File: config.mk
export PLATFORM = sky130hd
export DESIGN_NAME = mrc_top
export DESIGN_NICKNAME = d
export VERILOG_FILES = /design/src/mrc_pkg.sv /design/src/mrc_pin_filter.sv /design/src/mrc_top.sv
export SDC_FILE = /design/constraint.sdc
export NUM_CORES = 1
export LEC_CHECK = 0
export BUFFER_PORTS_ARGS = -buffer_cell sky130_fd_sc_hd__clkbuf_2
export CORE_MARGIN = 8
export CORE_UTILIZATION = 45
export CTS_CLUSTER_DIAMETER = 50
export CTS_CLUSTER_SIZE = 14
export DETAILED_ROUTE_END_ITERATION = 6
export GPL_TIMING_DRIVEN = 0
export PLACE_DENSITY_LB_ADDON = 0.15
export SYNTH_ARGS = -nofsm -noshare
export SYNTH_HDL_FRONTEND = slang
export SYNTH_SLANG_ARGS = --single-unit
File: constraint.sdc
create_clock -name clk -period 1.84 [get_ports clk]
set_input_delay 0.184 -clock clk [delete_from_list [all_inputs] [get_ports clk]]
set_output_delay 0.184 -clock clk [all_outputs]
set_load 0.005 [all_outputs]
File: src/mrc_pkg.sv
// mrc_pkg: constants and types for the module reset controller
// assumes a 20 MHz core clock and a 21-pad control vector
package mrc_pkg;

	// core clock rate
	localparam int CLK_MHZ = 20;
	// reset pin to internal reset, least and longest delay
	localparam int RST_MIN_US = 1500;
	localparam int RST_MAX_US = 4000;
	// recommended host hold time on the reset pin
	localparam int HOST_HOLD_US = 5000;
	// low-frequency oscillator period, emulated by a divider
	localparam int LF_PERIOD_US = 500;
	localparam int LF_DIV_CYC = LF_PERIOD_US * CLK_MHZ;
	// consecutive high samples before the pin counts as asserted
	localparam int FILT_TICKS =
		(RST_MIN_US + LF_PERIOD_US - 1) / LF_PERIOD_US + 1;
	// stretch of an event-driven reset, in oscillator ticks
	localparam logic [3:0] HOLD_TICKS = 4'h2;

	// pad positions in the control vectors
	localparam int PAD_N = 21;
	localparam int PAD_GIO = 0;
	localparam int GIO_N = 6;
	localparam int PAD_PCM_IN = 6;
	localparam int PAD_PCM_SYNC = 7;
	localparam int PAD_PCM_CLK = 8;
	localparam int PAD_UART_RX = 9;
	localparam int PAD_UART_CTS = 10;
	localparam int PAD_USB_P = 11;
	localparam int PAD_USB_N = 12;
	localparam int PAD_SPI_CSB = 13;
	localparam int PAD_SPI_CLK = 14;
	localparam int PAD_SPI_MOSI = 15;
	localparam int PAD_PCM_OUT = 16;
	localparam int PAD_UART_TX = 17;
	localparam int PAD_UART_RTS = 18;
	localparam int PAD_SPI_MISO = 19;
	localparam int PAD_AIO = 20;

	// pad state forced while in reset
	localparam logic [PAD_N-1:0] PAD_RST_OE_N = 21'h0fffff;
	localparam logic [PAD_N-1:0] PAD_RST_OUT = 21'h000000;
	localparam logic [PAD_N-1:0] PAD_RST_PU = 21'h060000;
	localparam logic [PAD_N-1:0] PAD_RST_PD = 21'h09ffff;

	typedef struct packed {
		logic [PAD_N-1:0] oe_n;
		logic [PAD_N-1:0] out;
		logic [PAD_N-1:0] pu;
		logic [PAD_N-1:0] pd;
	} mrc_pad_t;

	localparam mrc_pad_t PAD_RST = '{PAD_RST_OE_N, PAD_RST_OUT,
		PAD_RST_PU, PAD_RST_PD};

	typedef struct packed {
		logic wdog;
		logic brk;
		logic pin;
		logic por;
	} mrc_cause_t;

	typedef enum logic [1:0] {
		ST_HOLD = 2'b01,
		ST_RUN = 2'b10
	} mrc_state_t;

endpackage

File: src/mrc_pin_filter.sv
// mrc_pin_filter: qualifies the reset pin on low-frequency ticks
// assumes the pin is synchronous to clk and lf_tick is a 1-cycle pulse
`timescale 1ns/1ps
`default_nettype none
module mrc_pin_filter
	import mrc_pkg::*;
#(
	parameter int TICKS = FILT_TICKS
) (
	input wire logic clk,
	input wire logic rst_n,
	input wire logic lf_tick,
	input wire logic pin,
	output logic active
);

	localparam logic [3:0] T4 = 4'(TICKS);

	logic [3:0] cnt_reg;
	logic [3:0] cnt_next;
	logic act_reg;
	logic act_next;

	initial begin
		if (TICKS < 1 || TICKS > 15) begin
			$error("filter tick count out of range");
		end
	end

	always_comb begin
		cnt_next = cnt_reg;
		if (lf_tick) begin
			if (!pin) begin
				cnt_next = 4'h0;
			end else if (cnt_reg != T4) begin
				cnt_next = cnt_reg + 4'h1;
			end
		end
		act_next = (cnt_next == T4);
	end

	always_ff @(posedge clk or negedge rst_n) begin
		if (!rst_n) begin
			cnt_reg <= 4'h0;
			act_reg <= 1'b0;
		end else begin
			cnt_reg <= cnt_next;
			act_reg <= act_next;
		end
	end

	assign active = act_reg;

	chk_pin_drop_clears: assert property (@(posedge clk)
		disable iff (!rst_n) (lf_tick && !pin) |=> !active)
		else $error("filtered pin stayed active after a low sample");

endmodule
`default_nettype wire

File: src/mrc_top.sv
// mrc_top: gathers reset sources, drives core reset and pad states
// assumes all inputs synchronous to clk; func_pads from the running core
// Operation
// - reset comes from pin, power-on, serial break or watchdog expiry
// - reset pin is active high, filtered on low-frequency oscillator ticks
// - pin reset takes effect 1.5 ms to 4.0 ms after pin assertion
// - power-on detection holds the whole module in reset
// - in reset bidirectional pins are inputs, outputs three-stated
// - general lines and listed input pads: inputs with weak pull-down
// - audio data output three-state with weak pull-down in reset
// - serial transmit and request-to-send three-state, weak pull-up
// - spi data output three-state with weak pull-down in reset
// - analogue aux pin driven low as output during reset
`timescale 1ns/1ps
`default_nettype none
module mrc_top
	import mrc_pkg::*;
#(
	parameter int LF_DIV = LF_DIV_CYC,
	parameter int WDOG_W = 16
) (
	input wire logic clk,
	input wire logic rst_n,
	input wire logic reset_pin_input,
	input wire logic por_active,
	input wire logic break_seen,
	input wire logic wdog_en,
	input wire logic [WDOG_W-1:0] wdog_limit,
	input wire logic wdog_kick,
	input wire mrc_pad_t func_pads,
	output logic core_rst_n,
	output mrc_pad_t pads,
	output mrc_cause_t rst_cause
);

	localparam logic [15:0] DIV_LAST = 16'(LF_DIV - 1);
	localparam logic [WDOG_W-1:0] WD_ONE = WDOG_W'(1);

	initial begin
		if (LF_DIV < 2 || LF_DIV > 65536) begin
			$error("oscillator divider out of range");
		end
		if (FILT_TICKS * LF_PERIOD_US > RST_MAX_US) begin
			$error("pin filter too slow for the longest delay");
		end
		if (WDOG_W < 1 || WDOG_W > 32) begin
			$error("watchdog width out of range");
		end
	end

	// low-frequency oscillator tick
	logic [15:0] div_reg;
	logic [15:0] div_next;
	logic tick_reg;
	logic tick_next;

	always_comb begin
		tick_next = (div_reg == DIV_LAST);
		div_next = tick_next ? 16'h0000 : div_reg + 16'h0001;
	end

	always_ff @(posedge clk or negedge rst_n) begin
		if (!rst_n) begin
			div_reg <= 16'h0000;
			tick_reg <= 1'b0;
		end else begin
			div_reg <= div_next;
			tick_reg <= tick_next;
		end
	end

	// filtered reset pin
	logic pin_active;

	mrc_pin_filter #(
		.TICKS(FILT_TICKS)
	) u_filter (
		.clk(clk),
		.rst_n(rst_n),
		.lf_tick(tick_reg),
		.pin(reset_pin_input),
		.active(pin_active)
	);

	// watchdog, counted in oscillator ticks
	logic [WDOG_W-1:0] wd_reg;
	logic [WDOG_W-1:0] wd_next;
	logic fire_reg;
	logic fire_next;
	logic core_rst_n_reg;

	always_comb begin
		wd_next = wd_reg;
		fire_next = 1'b0;
		if (!core_rst_n_reg || !wdog_en || wdog_kick) begin
			wd_next = '0;
		end else if (tick_reg) begin
			if (wd_reg == wdog_limit) begin
				fire_next = 1'b1;
				wd_next = '0;
			end else begin
				wd_next = wd_reg + WD_ONE;
			end
		end
	end

	always_ff @(posedge clk or negedge rst_n) begin
		if (!rst_n) begin
			wd_reg <= '0;
			fire_reg <= 1'b0;
		end else begin
			wd_reg <= wd_next;
			fire_reg <= fire_next;
		end
	end

	// reset sequencing
	mrc_state_t state_reg;
	mrc_state_t state_next;
	logic [3:0] hold_reg;
	logic [3:0] hold_next;
	mrc_cause_t cause_reg;
	mrc_cause_t cause_next;
	mrc_cause_t src;
	logic level_src;
	logic event_src;
	logic core_rst_n_next;
	mrc_pad_t pads_reg;
	mrc_pad_t pads_next;

	always_comb begin
		src = '{fire_reg, break_seen, pin_active, por_active};
		level_src = por_active | pin_active;
		event_src = break_seen | fire_reg;
		state_next = state_reg;
		hold_next = hold_reg;
		cause_next = cause_reg;
		case (state_reg)
			ST_RUN: begin
				if (level_src || event_src) begin
					state_next = ST_HOLD;
					hold_next = HOLD_TICKS;
					cause_next = src;
				end
			end
			ST_HOLD: begin
				cause_next = cause_reg | src;
				if (event_src) begin
					hold_next = HOLD_TICKS;
				end else if (tick_reg && hold_reg != 4'h0) begin
					hold_next = hold_reg - 4'h1;
				end
				if (!level_src && !event_src && hold_reg == 4'h0) begin
					state_next = ST_RUN;
				end
			end
			default: begin
				state_next = ST_HOLD;
			end
		endcase
		core_rst_n_next = (state_next == ST_RUN);
		// pads forced while reset is active
		pads_next = core_rst_n_next ? func_pads : PAD_RST;
	end

	always_ff @(posedge clk or negedge rst_n) begin
		if (!rst_n) begin
			state_reg <= ST_HOLD;
			hold_reg <= 4'h0;
			cause_reg <= '0;
			core_rst_n_reg <= 1'b0;
			pads_reg <= PAD_RST;
		end else begin
			state_reg <= state_next;
			hold_reg <= hold_next;
			cause_reg <= cause_next;
			core_rst_n_reg <= core_rst_n_next;
			pads_reg <= pads_next;
		end
	end

	assign core_rst_n = core_rst_n_reg;
	assign pads = pads_reg;
	assign rst_cause = cause_reg;

	// checking helpers: consecutive pin-high cycles
	int hi_cnt;
	always_ff @(posedge clk or negedge rst_n) begin
		if (!rst_n) begin
			hi_cnt <= 0;
		end else if (!reset_pin_input) begin
			hi_cnt <= 0;
		end else if (hi_cnt < 1000000000) begin
			hi_cnt <= hi_cnt + 1;
		end
	end

	chk_pin_min_delay: assert property (@(posedge clk)
		disable iff (!rst_n)
		$rose(pin_active) |-> hi_cnt >= (FILT_TICKS - 1) * LF_DIV)
		else $error("pin reset recognised too early");
	chk_pin_max_delay: assert property (@(posedge clk)
		disable iff (!rst_n)
		!pin_active |-> hi_cnt <= FILT_TICKS * LF_DIV + 2)
		else $error("pin reset recognised too late");
	chk_por_holds: assert property (@(posedge clk)
		disable iff (!rst_n)
		por_active |=> !core_rst_n)
		else $error("core left reset during power-on");
	chk_break_reset: assert property (@(posedge clk)
		disable iff (!rst_n)
		break_seen |=> !core_rst_n ##1 !core_rst_n)
		else $error("serial break did not reset");
	chk_wdog_reset: assert property (@(posedge clk)
		disable iff (!rst_n)
		(core_rst_n && wdog_en && !wdog_kick && tick_reg &&
		wd_reg == wdog_limit) |-> ##2 !core_rst_n && rst_cause.wdog)
		else $error("watchdog expiry did not reset");
	chk_sync_release: assert property (@(posedge clk)
		disable iff (!rst_n)
		$rose(core_rst_n) |-> !$past(por_active) &&
		!$past(pin_active) && !$past(break_seen) && !$past(fire_reg))
		else $error("reset released with a source active");
	chk_bidir_inputs: assert property (@(posedge clk)
		disable iff (!rst_n)
		!core_rst_n |-> &pads.oe_n[PAD_SPI_MISO:0])
		else $error("pad driven during reset");
	chk_gio_pulldown: assert property (@(posedge clk)
		disable iff (!rst_n)
		!core_rst_n |-> &pads.pd[PAD_SPI_MOSI:PAD_GIO] &&
		pads.pu[PAD_SPI_MOSI:PAD_GIO] == '0)
		else $error("input pad lacks pull-down in reset");
	chk_pcm_out_tri: assert property (@(posedge clk)
		disable iff (!rst_n)
		!core_rst_n |-> pads.oe_n[PAD_PCM_OUT] && pads.pd[PAD_PCM_OUT])
		else $error("audio output not three-stated");
	chk_uart_pullup: assert property (@(posedge clk)
		disable iff (!rst_n)
		!core_rst_n |-> &pads.pu[PAD_UART_RTS:PAD_UART_TX] &&
		&pads.oe_n[PAD_UART_RTS:PAD_UART_TX])
		else $error("serial outputs lack pull-up");
	chk_miso_tri: assert property (@(posedge clk)
		disable iff (!rst_n)
		!core_rst_n |-> pads.oe_n[PAD_SPI_MISO] && pads.pd[PAD_SPI_MISO])
		else $error("spi output not three-stated");
	chk_aio_low: assert property (@(posedge clk)
		disable iff (!rst_n)
		!core_rst_n |-> !pads.oe_n[PAD_AIO] && !pads.out[PAD_AIO])
		else $error("analogue pin not driven low");

	cov_pin_reset: cover property (@(posedge clk) disable iff (!rst_n)
		core_rst_n ##1 !core_rst_n && rst_cause.pin);
	cov_break_reset: cover property (@(posedge clk) disable iff (!rst_n)
		core_rst_n && break_seen ##1 !core_rst_n);
	cov_wdog_reset: cover property (@(posedge clk) disable iff (!rst_n)
		fire_reg ##1 !core_rst_n);
	cov_release: cover property (@(posedge clk) disable iff (!rst_n)
		$rose(core_rst_n));

endmodule
`default_nettype wire

# Word level (Yosys, flattened, before mapping)

Cells that the tools add are included.

Register bits: 134
Input bits: 107
Output and inout port bits: 89

Equal/unequal tests: 9
Add/subtract/negate cells: 4
Multiplexer cells: 20
Bitwise operators: 3
Reductions and logical operators: 16

Operators by type and width:

| operator                                               | number |
|---|---|
| 2-to-1 mux 84 bit                                      | 1 |
| 2-to-1 mux 16 bit                                      | 4 |
| adder 16 x 1 -> 16 bit (second input constant)         | 2 |
| 2-to-1 mux 4 bit                                       | 7 |
| == test 16 x 14 -> 1 bit (second input constant)       | 1 |
| == test 16 bit                                         | 1 |
| case mux 4 bit (2 select lines)                        | 2 |
| adder 4 x 1 -> 4 bit (second input constant)           | 1 |
| == test 2 bit (second input constant)                  | 2 |
| == test 4 x 3 -> 1 bit (second input constant)         | 1 |
| zero test 1 bit                                        | 4 |
| zero test 4 bit                                        | 1 |
| 2-to-1 mux 2 bit                                       | 2 |
| inequality test 4 x 3 -> 1 bit (second input constant) | 1 |
| OR 4 bit                                               | 1 |
| case mux 2 bit (2 select lines)                        | 1 |
| nonzero test 2 bit                                     | 2 |
| nonzero test 4 bit                                     | 1 |
| subtractor 4 x 1 -> 4 bit (second input constant)      | 1 |
| logical AND 1 bit                                      | 3 |
| logical OR 1 bit                                       | 3 |
| 2-to-1 mux 1 bit                                       | 3 |
| inequality test 3 bit (second input constant)          | 1 |
| AND reduction 3 bit                                    | 1 |
| other kinds (4)                                        | 5 |

# Logic depth before layout (Yosys ltp)

Gate-level depths: netlist (run 1).

Depth in word-level cells: 8
Gate-level depth with buffers: 9

# Modules after synthesis

A second synthesis (run 1) with hierarchy kept.

Cells, all modules: 473
Area total of the unflattened synthesis: 5554.1 µm²

By module, submodules not included:

| module         | cells each | instances | sequential area each (µm²) | area each (µm²) |
|---|---|---|---|---|
| mrc_top        | 444        | 1         | 3279.4                     | 5237.5 |
| mrc_pin_filter | 29         | 1         | 125.1                      | 316.6 |

# Worst setup path after synthesis (run 1)

OpenSTA, ideal clock, no wires.

Path type: flip-flop to flip-flop
From: register hold_reg[0]
To: register pads_reg (netlist bit pads[15])
Arrival time: 1.832 ns
Clock period less this slack: 1.912 ns
Stages on the path, launching flop included: 10
Setup time: 0.080 ns
Buffers on the path: 2
Setup slack: -0.072 ns
Data required time: 1.760 ns
Cell sequence: dfrtp_1 > inv_1 > ha_1 > nor3b_1 > a21boi_1 > o22a_1 > nor3_2 > buf_4 > buf_2 > nand2b_1

RTL lines:

| what                     | RTL line       | RTL |
|---|---|---|
| start: declaration       | mrc_top.sv:120 | `logic [3:0] hold_reg;` |
| start signal: assignment | mrc_top.sv:175 | `hold_reg <= hold_next;` |
| end signal: assignment   | mrc_top.sv:178 | `pads_reg <= pads_next;` |
| end: declaration         | mrc_top.sv:128 | `mrc_pad_t pads_reg;` |

==> results of run 1 <==
## where the power goes
group             switching (µW)  internal [µW]
logic                        146            230
registers      0.000000000000185           2950
clock network               1260           2270
total                       1410           5450
## timing repair
action	4_1_cts	5_1_grt
endpoints found under the hold margin	108	1
resized for setup	50	67
pin swaps	17	23
hold buffers	82	1
gates cloned	7	4
endpoints found under the setup margin	103	106
setup buffers	12	17
## routing by layer
| metal | part of all wire | wire (µm) | up-vias | track usage |
|---|---|---|---|---|
| li1 | - | - | 2263 | - |
| met5 | 0 | 0 | - | 0 |
| met1 | 0.36 | 6200 | 2404 | 0.210 |
| met3 | 0.072 | 1250 | 44 | 0.0746 |
| met2 | 0.54 | 9330 | 171 | 0.369 |
| met4 | 0.035 | 603 | 0 | 0.0984 |
## worst min-delay path by stage
| stage | endpoint | slack, ps | cells past startpoint |
|---|---|---|---|
| 3_3_place_gp | pads[39] | 370 | 2 |
| 5_1_grt | pads[40] | 10 | 2 |
| 2_1_floorplan | core_rst_n | -110 | 0 |
| 6_report | pads[0] | 20 | 2 |
| 3_5_place_dp | pads[44] | 80 | 1 |
| 4_1_cts | pads[34] | 2 | 2 |
## placed cells by master, fill, tap and decap left out, types with 10 or more instances in the layout
cell type	count
a21oi_1	12
and2_1	26
and2_4	27
and3_1	11
buf_4	23
buf_6	18
clkbuf_16	18
clkbuf_2	194
dfrtp_1	83
dfrtp_2	10
dfstp_2	41
dlygate4sd3_1	83
nand2_1	26
nand2b_1	34
nand3_1	17
nor2_1	25
xor2_1	22
## cells in the mapped netlist, drive strengths merged
cell and n:
nand4 8, and2 53, nand3b 3, a31oi 4, a21boi 1, and4b 1, nor4 9, nand2 26
dfstp 41, or3 4, and3b 1, a21oi 12, nor4bb 1, ha 8, and3 12, nor4b 1
dfrtp 93, clkbuf 10, nand3 18, o22ai 1, o22a 1, o31ai 9, or2 2, a32oi 1
nand2b 40, xor2 22, a41oi 6, a211o 1, buf 8, inv 13, a21o 2, xnor2 9
nor2 27, a2111o 1, nor3 5, a22oi 3, o211ai 2, o21ai 5, nand4b 1, nor3b 2
nor2b 4
## layout make-up
cell class | count | area (µm²) | area share
Antenna cell | 1 | 2.50 | 0.000284
Buffer | 15 | 156 | 0.0178
Clock buffer | 20 | 437 | 0.0496
Clock inverter | 12 | 178 | 0.0202
Inverter | 13 | 48.8 | 0.00554
Multi-Input combinational cell | 306 | 2190 | 0.249
Sequential cell | 134 | 3420 | 0.388
Tap cell | 147 | 184 | 0.0209
Timing Repair Buffer | 317 | 2190 | 0.249
## cells by family after synthesis
| family | Yosys count | synth area share |
|---|---|---|
| xor+xnor | 31 | 0.0495 |
| simple gates | 218 | 0.227 |
| buf+inv | 31 | 0.0248 |
| fa+ha+maj | 8 | 0.0182 |
| flops | 134 | 0.620 |
| compound gates | 49 | 0.0608 |
## per-stage QoR
step | hold slack [ps] | util | total power, µW | TNS (ps) | cells
after floorplan | -112 | - | 3030 | 0 | 471
after global placement | 374 | 0.556 | 3200 | -179280 | 813
after detailed placement | 82.5 | 0.559 | 3210 | -24740 | 814
after CTS | 1.62 | 0.704 | 6880 | -4170 | 945
after global routing | 11.7 | 0.736 | 7050 | -17080 | 965
final | 17.4 | 0.736 | 6850 | -6030 | 965
## critical path: stages, from the launching register on
cell     delay [ps]
dfstp_2         560
inv_2            50
ha_4            170
a21o_1          150
a32oi_1         310
nor3_4           60
buf_6           140
buf_6           140
buf_6           120
and2_1          160
==> impl_metrics.py, run 1 <==
metrics = {
    "status": {
        "status": "finished with violations",
        "violations": "setup timing",
    },
    "timing": {
        "skew_ps": 5.56,
        "drv_slew": 0,
        "max_freq_mhz": 506,
        "fin_ws_ps": -138,
        "tightestPinTransition_ps": 541,
        "maxSlewHeadroom": 0.639,
        "rsz0062_at_grt": "true",
        "finalCritPeriodShare": 1.08,
        "setup_viol": 68,
        "period_minus_slack_ps": 1980,
        "hold_violations": 0,
    },
    "grt": {
        "grt_pass1_vias": 5284,
        "grt_pass1_wl_um": 26000,
        "grt_usage": 0.206,
        "gr-total-overflow": 0,
        "antenna_found_initial": 1,
        "grt_max_degree": 108,
    },
    "placement": {
        "io_buffers": 195,
        "dp_hpwl_um": 10400,
        "pre_cts_slack_ps": -358,
        "placed_area_mm2": 0.00669,
        "place_congestion": 0.785,
    },
    "pwr": {
        "total_leakage_power_uw": 0.00421,
        "peakVddDrop_mv": 0.614,
        "power_per_cell_area_mw_per_mm2": 778,
    },
    "final_layout": {
        "areaGrowthSynthToFinish_pct": 60.4,
        "fillers": 763,
        "finalInstanceArea_mm2": 0.00881,
        "layout-drive-gt1-share": 0.471,
        "nets": 919,
        "largest_register_ff_count": 84,
    },
    "floorplanning": {
        "fp.dieArea_mm2": 0.0160,
        "boundaryPins": 196,
        "core_mm2": 0.0120,
        "die_y_um": 126,
        "floorplan.initialDensity": 0.459,
        "fp.dieW_um": 126,
        "num_rows": 40,
    },
    "detailed_routing": {
        "drc_errors": 0,
        "avgRoutedWirePerCell_um": 18.0,
        "vias_per_cell": 5.06,
        "first_pass_iters": 5,
        "drt_first_iter_violations": 379,
        "wl_um": 17400,
        "ant_nets": 0,
        "vias": 4882,
    },
    "synthesis": {
        "ys_types": 44,
        "yosys_warnings": 0,
        "synth.avg_cell_area_um2": 11.7,
        "synth_seq_cells": 134,
        "yosysTopAreaCell": "dfrtp_1",
        "syn_nets": 586,
        "synth_top_cells_by_area": "dfrtp_1 (42%), dfstp_2 (20%), and2_1 (6.0%)",
        "synth_top_area_share": 0.424,
        "seq_area_frac_synth": 0.620,
        "syn_area_mm2": 0.00549,
        "synthCells": 471,
    },
    "setup_path": {
        "crit_type": "reg2reg",
        "endpoint": "pads[32]",
        "arrival_ps": 2280,
        "r2r_slack_ps": -140,
        "cp_max_fo": 5,
        "r2r_end": "pads[32]",
        "rr_worst_depth": 9,
        "r2r_start": "state_reg[0]",
        "cp-end-kind": "flop",
        "crit_path_start": "state_reg[0]",
        "required_ps": 2140,
        "start_kind": "flop",
    },
    "worst_hold_path": {
        "hold_start": "func_pads[0]",
        "hold_path.class": "in2reg",
    },
    "flow_run": {
        "drv_cap": 0,
    },
    "clock_tree": {
        "cts-htree-levels": 4,
        "tritoncts": "done",
        "root_buffer": "clkbuf_16",
        "clockBufferDepth": 2,
        "clk_pin_slew_ps": 60,
        "clock_latency_ps": 410,
        "numCtsBuffers": 17,
        "clock_sinks": 134,
    },
}
Power figures use the tool's default switching activity.
==> inputs of run 2 (changes only) <==
--- a/config.mk
+++ b/config.mk
@@ -6,6 +6,7 @@
 export NUM_CORES = 1
 export LEC_CHECK = 0
 export BUFFER_PORTS_ARGS = -buffer_cell sky130_fd_sc_hd__clkbuf_2
+export CORE_ASPECT_RATIO = 1.4
 export CORE_MARGIN = 8
 export CORE_UTILIZATION = 45
 export CTS_CLUSTER_DIAMETER = 50
==> run 2 against run 1 <==
Hold slack improved by 5.8 ps. Global-route usage is essentially flat. Non-clock buffer count unchanged. Sequential share of layout area shrank 0.57 points. First-iteration DRC count is 41% lower. The run still ends with setup timing left. Total power is 1.1% higher. Critical path depth grew 1. Via count shrank 0.78%. Critical endpoint is now pads[21]. Utilization rose by 1.6 points. Sequential power hardly changed. Design area is 1.4% higher. Combinational power about the same.
==> impl_metrics.py, run 2 (synthesis gave the netlist of run 1 again) <==
metrics = {
    "final_layout": {
        "largest_register_ff_count": 84,
        "finish.utilization": 0.752,
        "layout-drive-gt1-share": 0.480,
        "final_common_cell": "clkbuf_2",
        "mostFrequentLayoutCells": "clkbuf_2 (197), dfrtp_1 (85), dlygate4sd3_1 (84), dfstp_2 (41), and2_1 (34)",
        "finalInstanceArea_mm2": 0.00893,
        "nets": 920,
        "areaGrowthSynthToFinish_pct": 62.7,
    },
    "pwr": {
        "total_power_uw": 6930,
        "total_leakage_power_uw": 0.00428,
        "peakVddDrop_mv": 0.575,
        "power_per_cell_area_mw_per_mm2": 776,
    },
    "grt": {
        "grt_pass1_vias": 5154,
        "grt_pass1_wl_um": 25700,
        "gr-total-overflow": 0,
        "antenna_found_initial": 1,
        "grt_usage": 0.206,
        "grt_max_degree": 114,
    },
    "timing": {
        "fin_ws_ps": -113,
        "setup_tns_ps": -6600,
        "tightestPinTransition_ps": 541,
        "holdWs_ps": 23.2,
        "skew_ps": 5.68,
        "period_minus_slack_ps": 1950,
        "rsz0062_at_grt": "true",
        "setup_viol": 94,
        "finalCritPeriodShare": 1.06,
        "drv_slew": 0,
        "maxSlewHeadroom": 0.639,
        "max_freq_mhz": 512,
        "hold_violations": 0,
    },
    "detailed_routing": {
        "drt_first_iter_violations": 223,
        "avgRoutedWirePerCell_um": 17.6,
        "vias": 4844,
        "wl_um": 17000,
        "first_pass_iters": 4,
        "ant_nets": 0,
        "drc_errors": 0,
        "vias_per_cell": 5.01,
    },
    "setup_path": {
        "start_kind": "flop",
        "cp-end-kind": "flop",
        "cp.depth": 10,
        "crit_path_start": "hold_reg[0]",
        "cp_cell_sequence": "inv_2 -> ha_4 -> nor3b_4 -> a21boi_1 -> o22a_1 -> nor3_4 -> buf_6 -> buf_8 -> buf_6 -> and2_1",
        "path_buf_inv": 4,
        "slowest_delay_ps": 400,
        "arrival_ps": 2300,
        "critPathSlowestCell": "dfrtp_1",
        "rr_worst_depth": 10,
        "cp_max_fo": 5,
        "crit_family": "simple AND/OR/NAND/NOR gates",
        "required_ps": 2190,
        "crit_type": "reg2reg",
        "r2r_start": "hold_reg[0]",
        "cp_common_cell": "buf_6",
    },
    "clock_tree": {
        "clockBufferDepth": 2,
        "tritoncts": "done",
        "root_buffer": "clkbuf_16",
        "numCtsBuffers": 17,
        "clk_pin_slew_ps": 60,
        "clock_latency_ps": 410,
        "cts-htree-levels": 4,
        "clock_sinks": 134,
    },
    "flow_run": {
        "drv_cap": 0,
    },
    "floorplanning": {
        "boundaryPins": 196,
        "die_y_um": 147,
        "core_mm2": 0.0119,
        "fp.dieW_um": 109,
        "floorplan.initialDensity": 0.462,
        "fp.dieArea_mm2": 0.0160,
        "num_rows": 47,
    },
    "placement": {
        "place_congestion": 0.800,
        "placed_area_mm2": 0.00669,
        "io_buffers": 195,
        "dp_hpwl_um": 10400,
    },
    "status": {
        "status": "finished with violations",
        "violations": "setup timing",
    },
    "worst_hold_path": {
        "holdPathStages": 2,
        "hold_start": "func_pads[50]",
        "hold_path.class": "in2reg",
    },
}
==> run 2: where the power goes <==
group | leakage [µW] | internal (µW) | total, µW | switching (µW)
registers | 0.00168 | 2950 | 2950 | 0.000000000000225
logic | 0.00230 | 236 | 377 | 141
clock network | 0.000308 | 2250 | 3600 | 1350
==> run 2: worst register-to-register path: stages, from the launching register on <==
cell      delay [ps]
dfrtp_1          400
inv_2             90
ha_4             130
nor3b_4          220
a21boi_1         100
o22a_1           220
nor3_4           250
buf_6            140
buf_8            120
buf_6            120
and2_1           120
==> run 2: per-stage QoR <==
step | worst slack, ps | instances
2_1_floorplan | 10.9 | 471
3_3_place_gp | -1440 | 813
3_5_place_dp | -552 | 814
4_1_cts | -83.8 | 948
5_1_grt | -202 | 966
6_report | -113 | 966
==> run 2: cell type report <==
cell class	count	area, µm²
plain buffers	12	140
clock inverters	14	188
inverters	13	48.8
clock buffers	18	450
fillers	735	2950
multi-input cells	307	2270
flip-flops and latches	134	3410
well taps	147	184
diodes	1	2.50
repair buffers	320	2240
==> run 2: layer usage <==
metal	share of wire	global-route usage	up-vias
met5	0	0	-
met4	0.029	0.0834	0
met3	0.076	0.0757	35
met2	0.54	0.362	179
met1	0.35	0.213	2363
li1	-	-	2267
==> run 2: path summary, 6_finish.rpt <==
check	to	slack (ps)
setup / recovery	pads[21]	-110
hold / removal	pads[50]	20
setup reg to reg	pads[21]	-110
hold reg to reg	div_reg[15]	490
max in group asynchronous	wd_reg[4]	840
min in group asynchronous	wd_reg[15]	200
==> run 2: timing repair <==
action                     4_1_cts  5_1_grt
hold endpoints to repair       104        0
resized for setup               44       73
setup buffers                   19       13
setup endpoints to repair      103      113
gates cloned                     3        6
hold buffers                    84        0
pin swaps                       11       21
==> inputs of run 3 (changes only) <==
--- a/config.mk
+++ b/config.mk
@@ -12,8 +12,10 @@
 export CTS_CLUSTER_DIAMETER = 50
 export CTS_CLUSTER_SIZE = 14
 export DETAILED_ROUTE_END_ITERATION = 6
+export GPL_ROUTABILITY_DRIVEN = 0
 export GPL_TIMING_DRIVEN = 0
 export PLACE_DENSITY_LB_ADDON = 0.15
 export SYNTH_ARGS = -nofsm -noshare
 export SYNTH_HDL_FRONTEND = slang
+export SYNTH_HIERARCHICAL = 1
 export SYNTH_SLANG_ARGS = --single-unit
==> run 3 against run 2 <==
The flow still finishes with violations (setup timing). Sequential share of layout area is 0.67 points higher. Count of clock-buffer cells in the layout is 1 higher. Hold slack better by 6.4 ps. Final cell count is 0.52% higher. Combinational power hardly changed. Sequential power hardly changed. Area after synthesis is 1.2% higher. Clock power is 12% lower. Critical path type unchanged. Largest power group unchanged.
==> impl_metrics.py, run 3 <==
metrics = {
    "clock_tree": {
        "clock_latency_ps": 410,
        "numCtsBuffers": 17,
        "root_buffer": "clkbuf_16",
        "tritoncts": "done",
        "cts-htree-levels": 4,
        "clock_sinks": 134,
        "clockBufferDepth": 2,
        "clk_pin_slew_ps": 60,
    },
    "floorplanning": {
        "num_rows": 48,
        "fp.dieW_um": 110,
        "die_y_um": 147,
        "fp.dieArea_mm2": 0.0162,
        "core_mm2": 0.0122,
        "boundaryPins": 196,
        "floorplan.initialDensity": 0.456,
    },
    "final_layout": {
        "nets": 923,
        "layout-drive-gt1-share": 0.453,
        "largest_register_ff_count": 84,
        "finalInstanceArea_mm2": 0.00877,
        "areaGrowthSynthToFinish_pct": 58.0,
        "mostFrequentLayoutCells": "clkbuf_2 (195), dfrtp_1 (87), dlygate4sd3_1 (83), nand2b_1 (41), dfstp_2 (41)",
        "antenna_cells": 0,
        "finish.utilization": 0.720,
        "final_common_cell": "clkbuf_2",
        "register_area_mm2": 0.00341,
        "fillers": 845,
        "multi_input_area_mm2": 0.00220,
    },
    "setup_path": {
        "rr_worst_depth": 10,
        "r2r_start": "state_reg[0]",
        "required_ps": 2130,
        "cp_max_fo": 5,
        "r2r_end": "pads[83]",
        "crit_type": "reg2reg",
        "start_kind": "flop",
        "cp-end-kind": "flop",
        "arrival_ps": 2350,
        "r2r_slack_ps": -220,
    },
    "flow_run": {
        "drv_cap": 0,
    },
    "detailed_routing": {
        "vias_per_cell": 5.02,
        "wl_um": 17700,
        "ant_nets": 0,
        "avgRoutedWirePerCell_um": 18.3,
        "drt_first_iter_violations": 198,
        "first_pass_iters": 4,
        "drc_errors": 0,
        "vias": 4873,
    },
    "synthesis": {
        "yosys.cell_count.top_type": "dfrtp_1",
        "yosysTopAreaCell": "dfrtp_1",
        "synthCells": 473,
        "seq_area_frac_synth": 0.613,
        "ys_types": 51,
        "syn_area_mm2": 0.00555,
        "synth_top_area_share": 0.419,
        "synth_seq_cells": 134,
        "synth.avg_cell_area_um2": 11.7,
        "synth_top_flop_cell": "dfrtp_1",
        "yosys_warnings": 6,
        "syn_nets": 588,
        "synth_top_cells_by_area": "dfrtp_1 (42%), dfstp_2 (19%), and2_1 (5.1%)",
        "synth_edf_count": 0,
        "ys_top_cells_by_count": "dfrtp_1 (93), and2_1 (45), nand2b_1 (42)",
        "async_flop_share": 1.00,
    },
    "pwr": {
        "peakVddDrop_mv": 0.590,
        "total_leakage_power_uw": 0.00417,
        "power_per_cell_area_mw_per_mm2": 740,
        "total_power_uw": 6490,
    },
    "timing": {
        "skew_ps": 10.9,
        "period_minus_slack_ps": 2060,
        "rsz0062_at_grt": "true",
        "max_freq_mhz": 485,
        "setup_viol": 88,
        "fin_ws_ps": -221,
        "maxSlewHeadroom": 0.628,
        "finalCritPeriodShare": 1.12,
        "setup_tns_ps": -12280,
        "tightestPinTransition_ps": 556,
        "hold_violations": 0,
        "drv_slew": 0,
    },
    "placement": {
        "io_buffers": 195,
        "placed_area_mm2": 0.00680,
        "dp_hpwl_um": 10900,
    },
    "worst_hold_path": {
        "hold_start": "func_pads[57]",
        "hold_path.class": "in2reg",
        "hold_end": "pads[57]",
        "holdPathStages": 2,
    },
    "status": {
        "status": "finished with violations",
        "violations": "setup timing",
    },
    "grt": {
        "grt_usage": 0.213,
        "gr-total-overflow": 0,
        "grt_pass1_vias": 5356,
        "antenna_found_initial": 0,
        "grt_pass1_wl_um": 26900,
        "grt_max_degree": 88,
    },
}
[run 3: repair_timing]
action | 4_1_cts | 5_1_grt
resized for setup | 40 | 56
endpoints found under the hold margin | 97 | 0
setup endpoints to repair | 104 | 113
hold buffers | 83 | 0
cloned | 3 | 5
setup buffers | 28 | 8
pin swaps | 17 | 31
[run 3: cell type report]
type                       count  area share
sequential                   134       0.389
multi-input combinational    305       0.250
timing repair buffer         319       0.249
clock buffer                  19      0.0529
buffer                        18      0.0217
tap                          150      0.0214
clock inverter                13      0.0106
inverter                      13     0.00556
[run 3: layer usage]
metal	routed length, µm	up-vias	global-route usage
met4	458	0	0.0827
met1	6230	2375	0.215
met2	9570	186	0.372
met5	0	-	0
met3	1480	31	0.0924
li1	-	2281	-
[run 3: worst max-delay path by stage]
stage | slack, ps | cells after the start | from | endpoint
after CTS | -110 | 7 | u_filter/active | pads[23]
after global placement | -1500 | 1 | rst_n | pads[34]
final | -220 | 10 | state_reg[0] | pads[83]
after floorplan | -7 | 7 | u_filter/active | pads[15]
after global routing | -290 | 8 | u_filter/active | pads[44]
after detailed placement | -400 | 7 | u_filter/active | pads[74]
[run 3: stage by stage]
stage,instances,hold WS (ps),setup WS (ps)
6_report,971,29.7,-221
5_1_grt,971,1.54,-285
4_1_cts,962,25.1,-112
3_5_place_dp,819,145,-403
3_3_place_gp,818,371,-1500
2_1_floorplan,473,-112,-6.78
[run 3: power breakdown]
part	total (µW)	internal (µW)	switching, µW
Sequential	2950	2950	0.000000000000206
Combinational	375	232	143
Clock	3160	1850	1320
[run 3: logic make-up after synthesis]
kind of cell	after synthesis	synth area share
simple gates	218	0.227
flops	134	0.613
compound gates	45	0.0611
buf+inv	35	0.0286
xor+xnor	32	0.0505
fa+ha+maj	8	0.0180
mux	1	0.00180
[run 3: critical path, cell delays in order, from the launching register on]
cell and delay [ps]:
dfstp_2 550, inv_2 60, ha_4 160, buf_8 120, a21o_1 150, a32oi_2 250, nor3_4 60, buf_6 140
buf_4 150, buf_6 120, and2_1 170
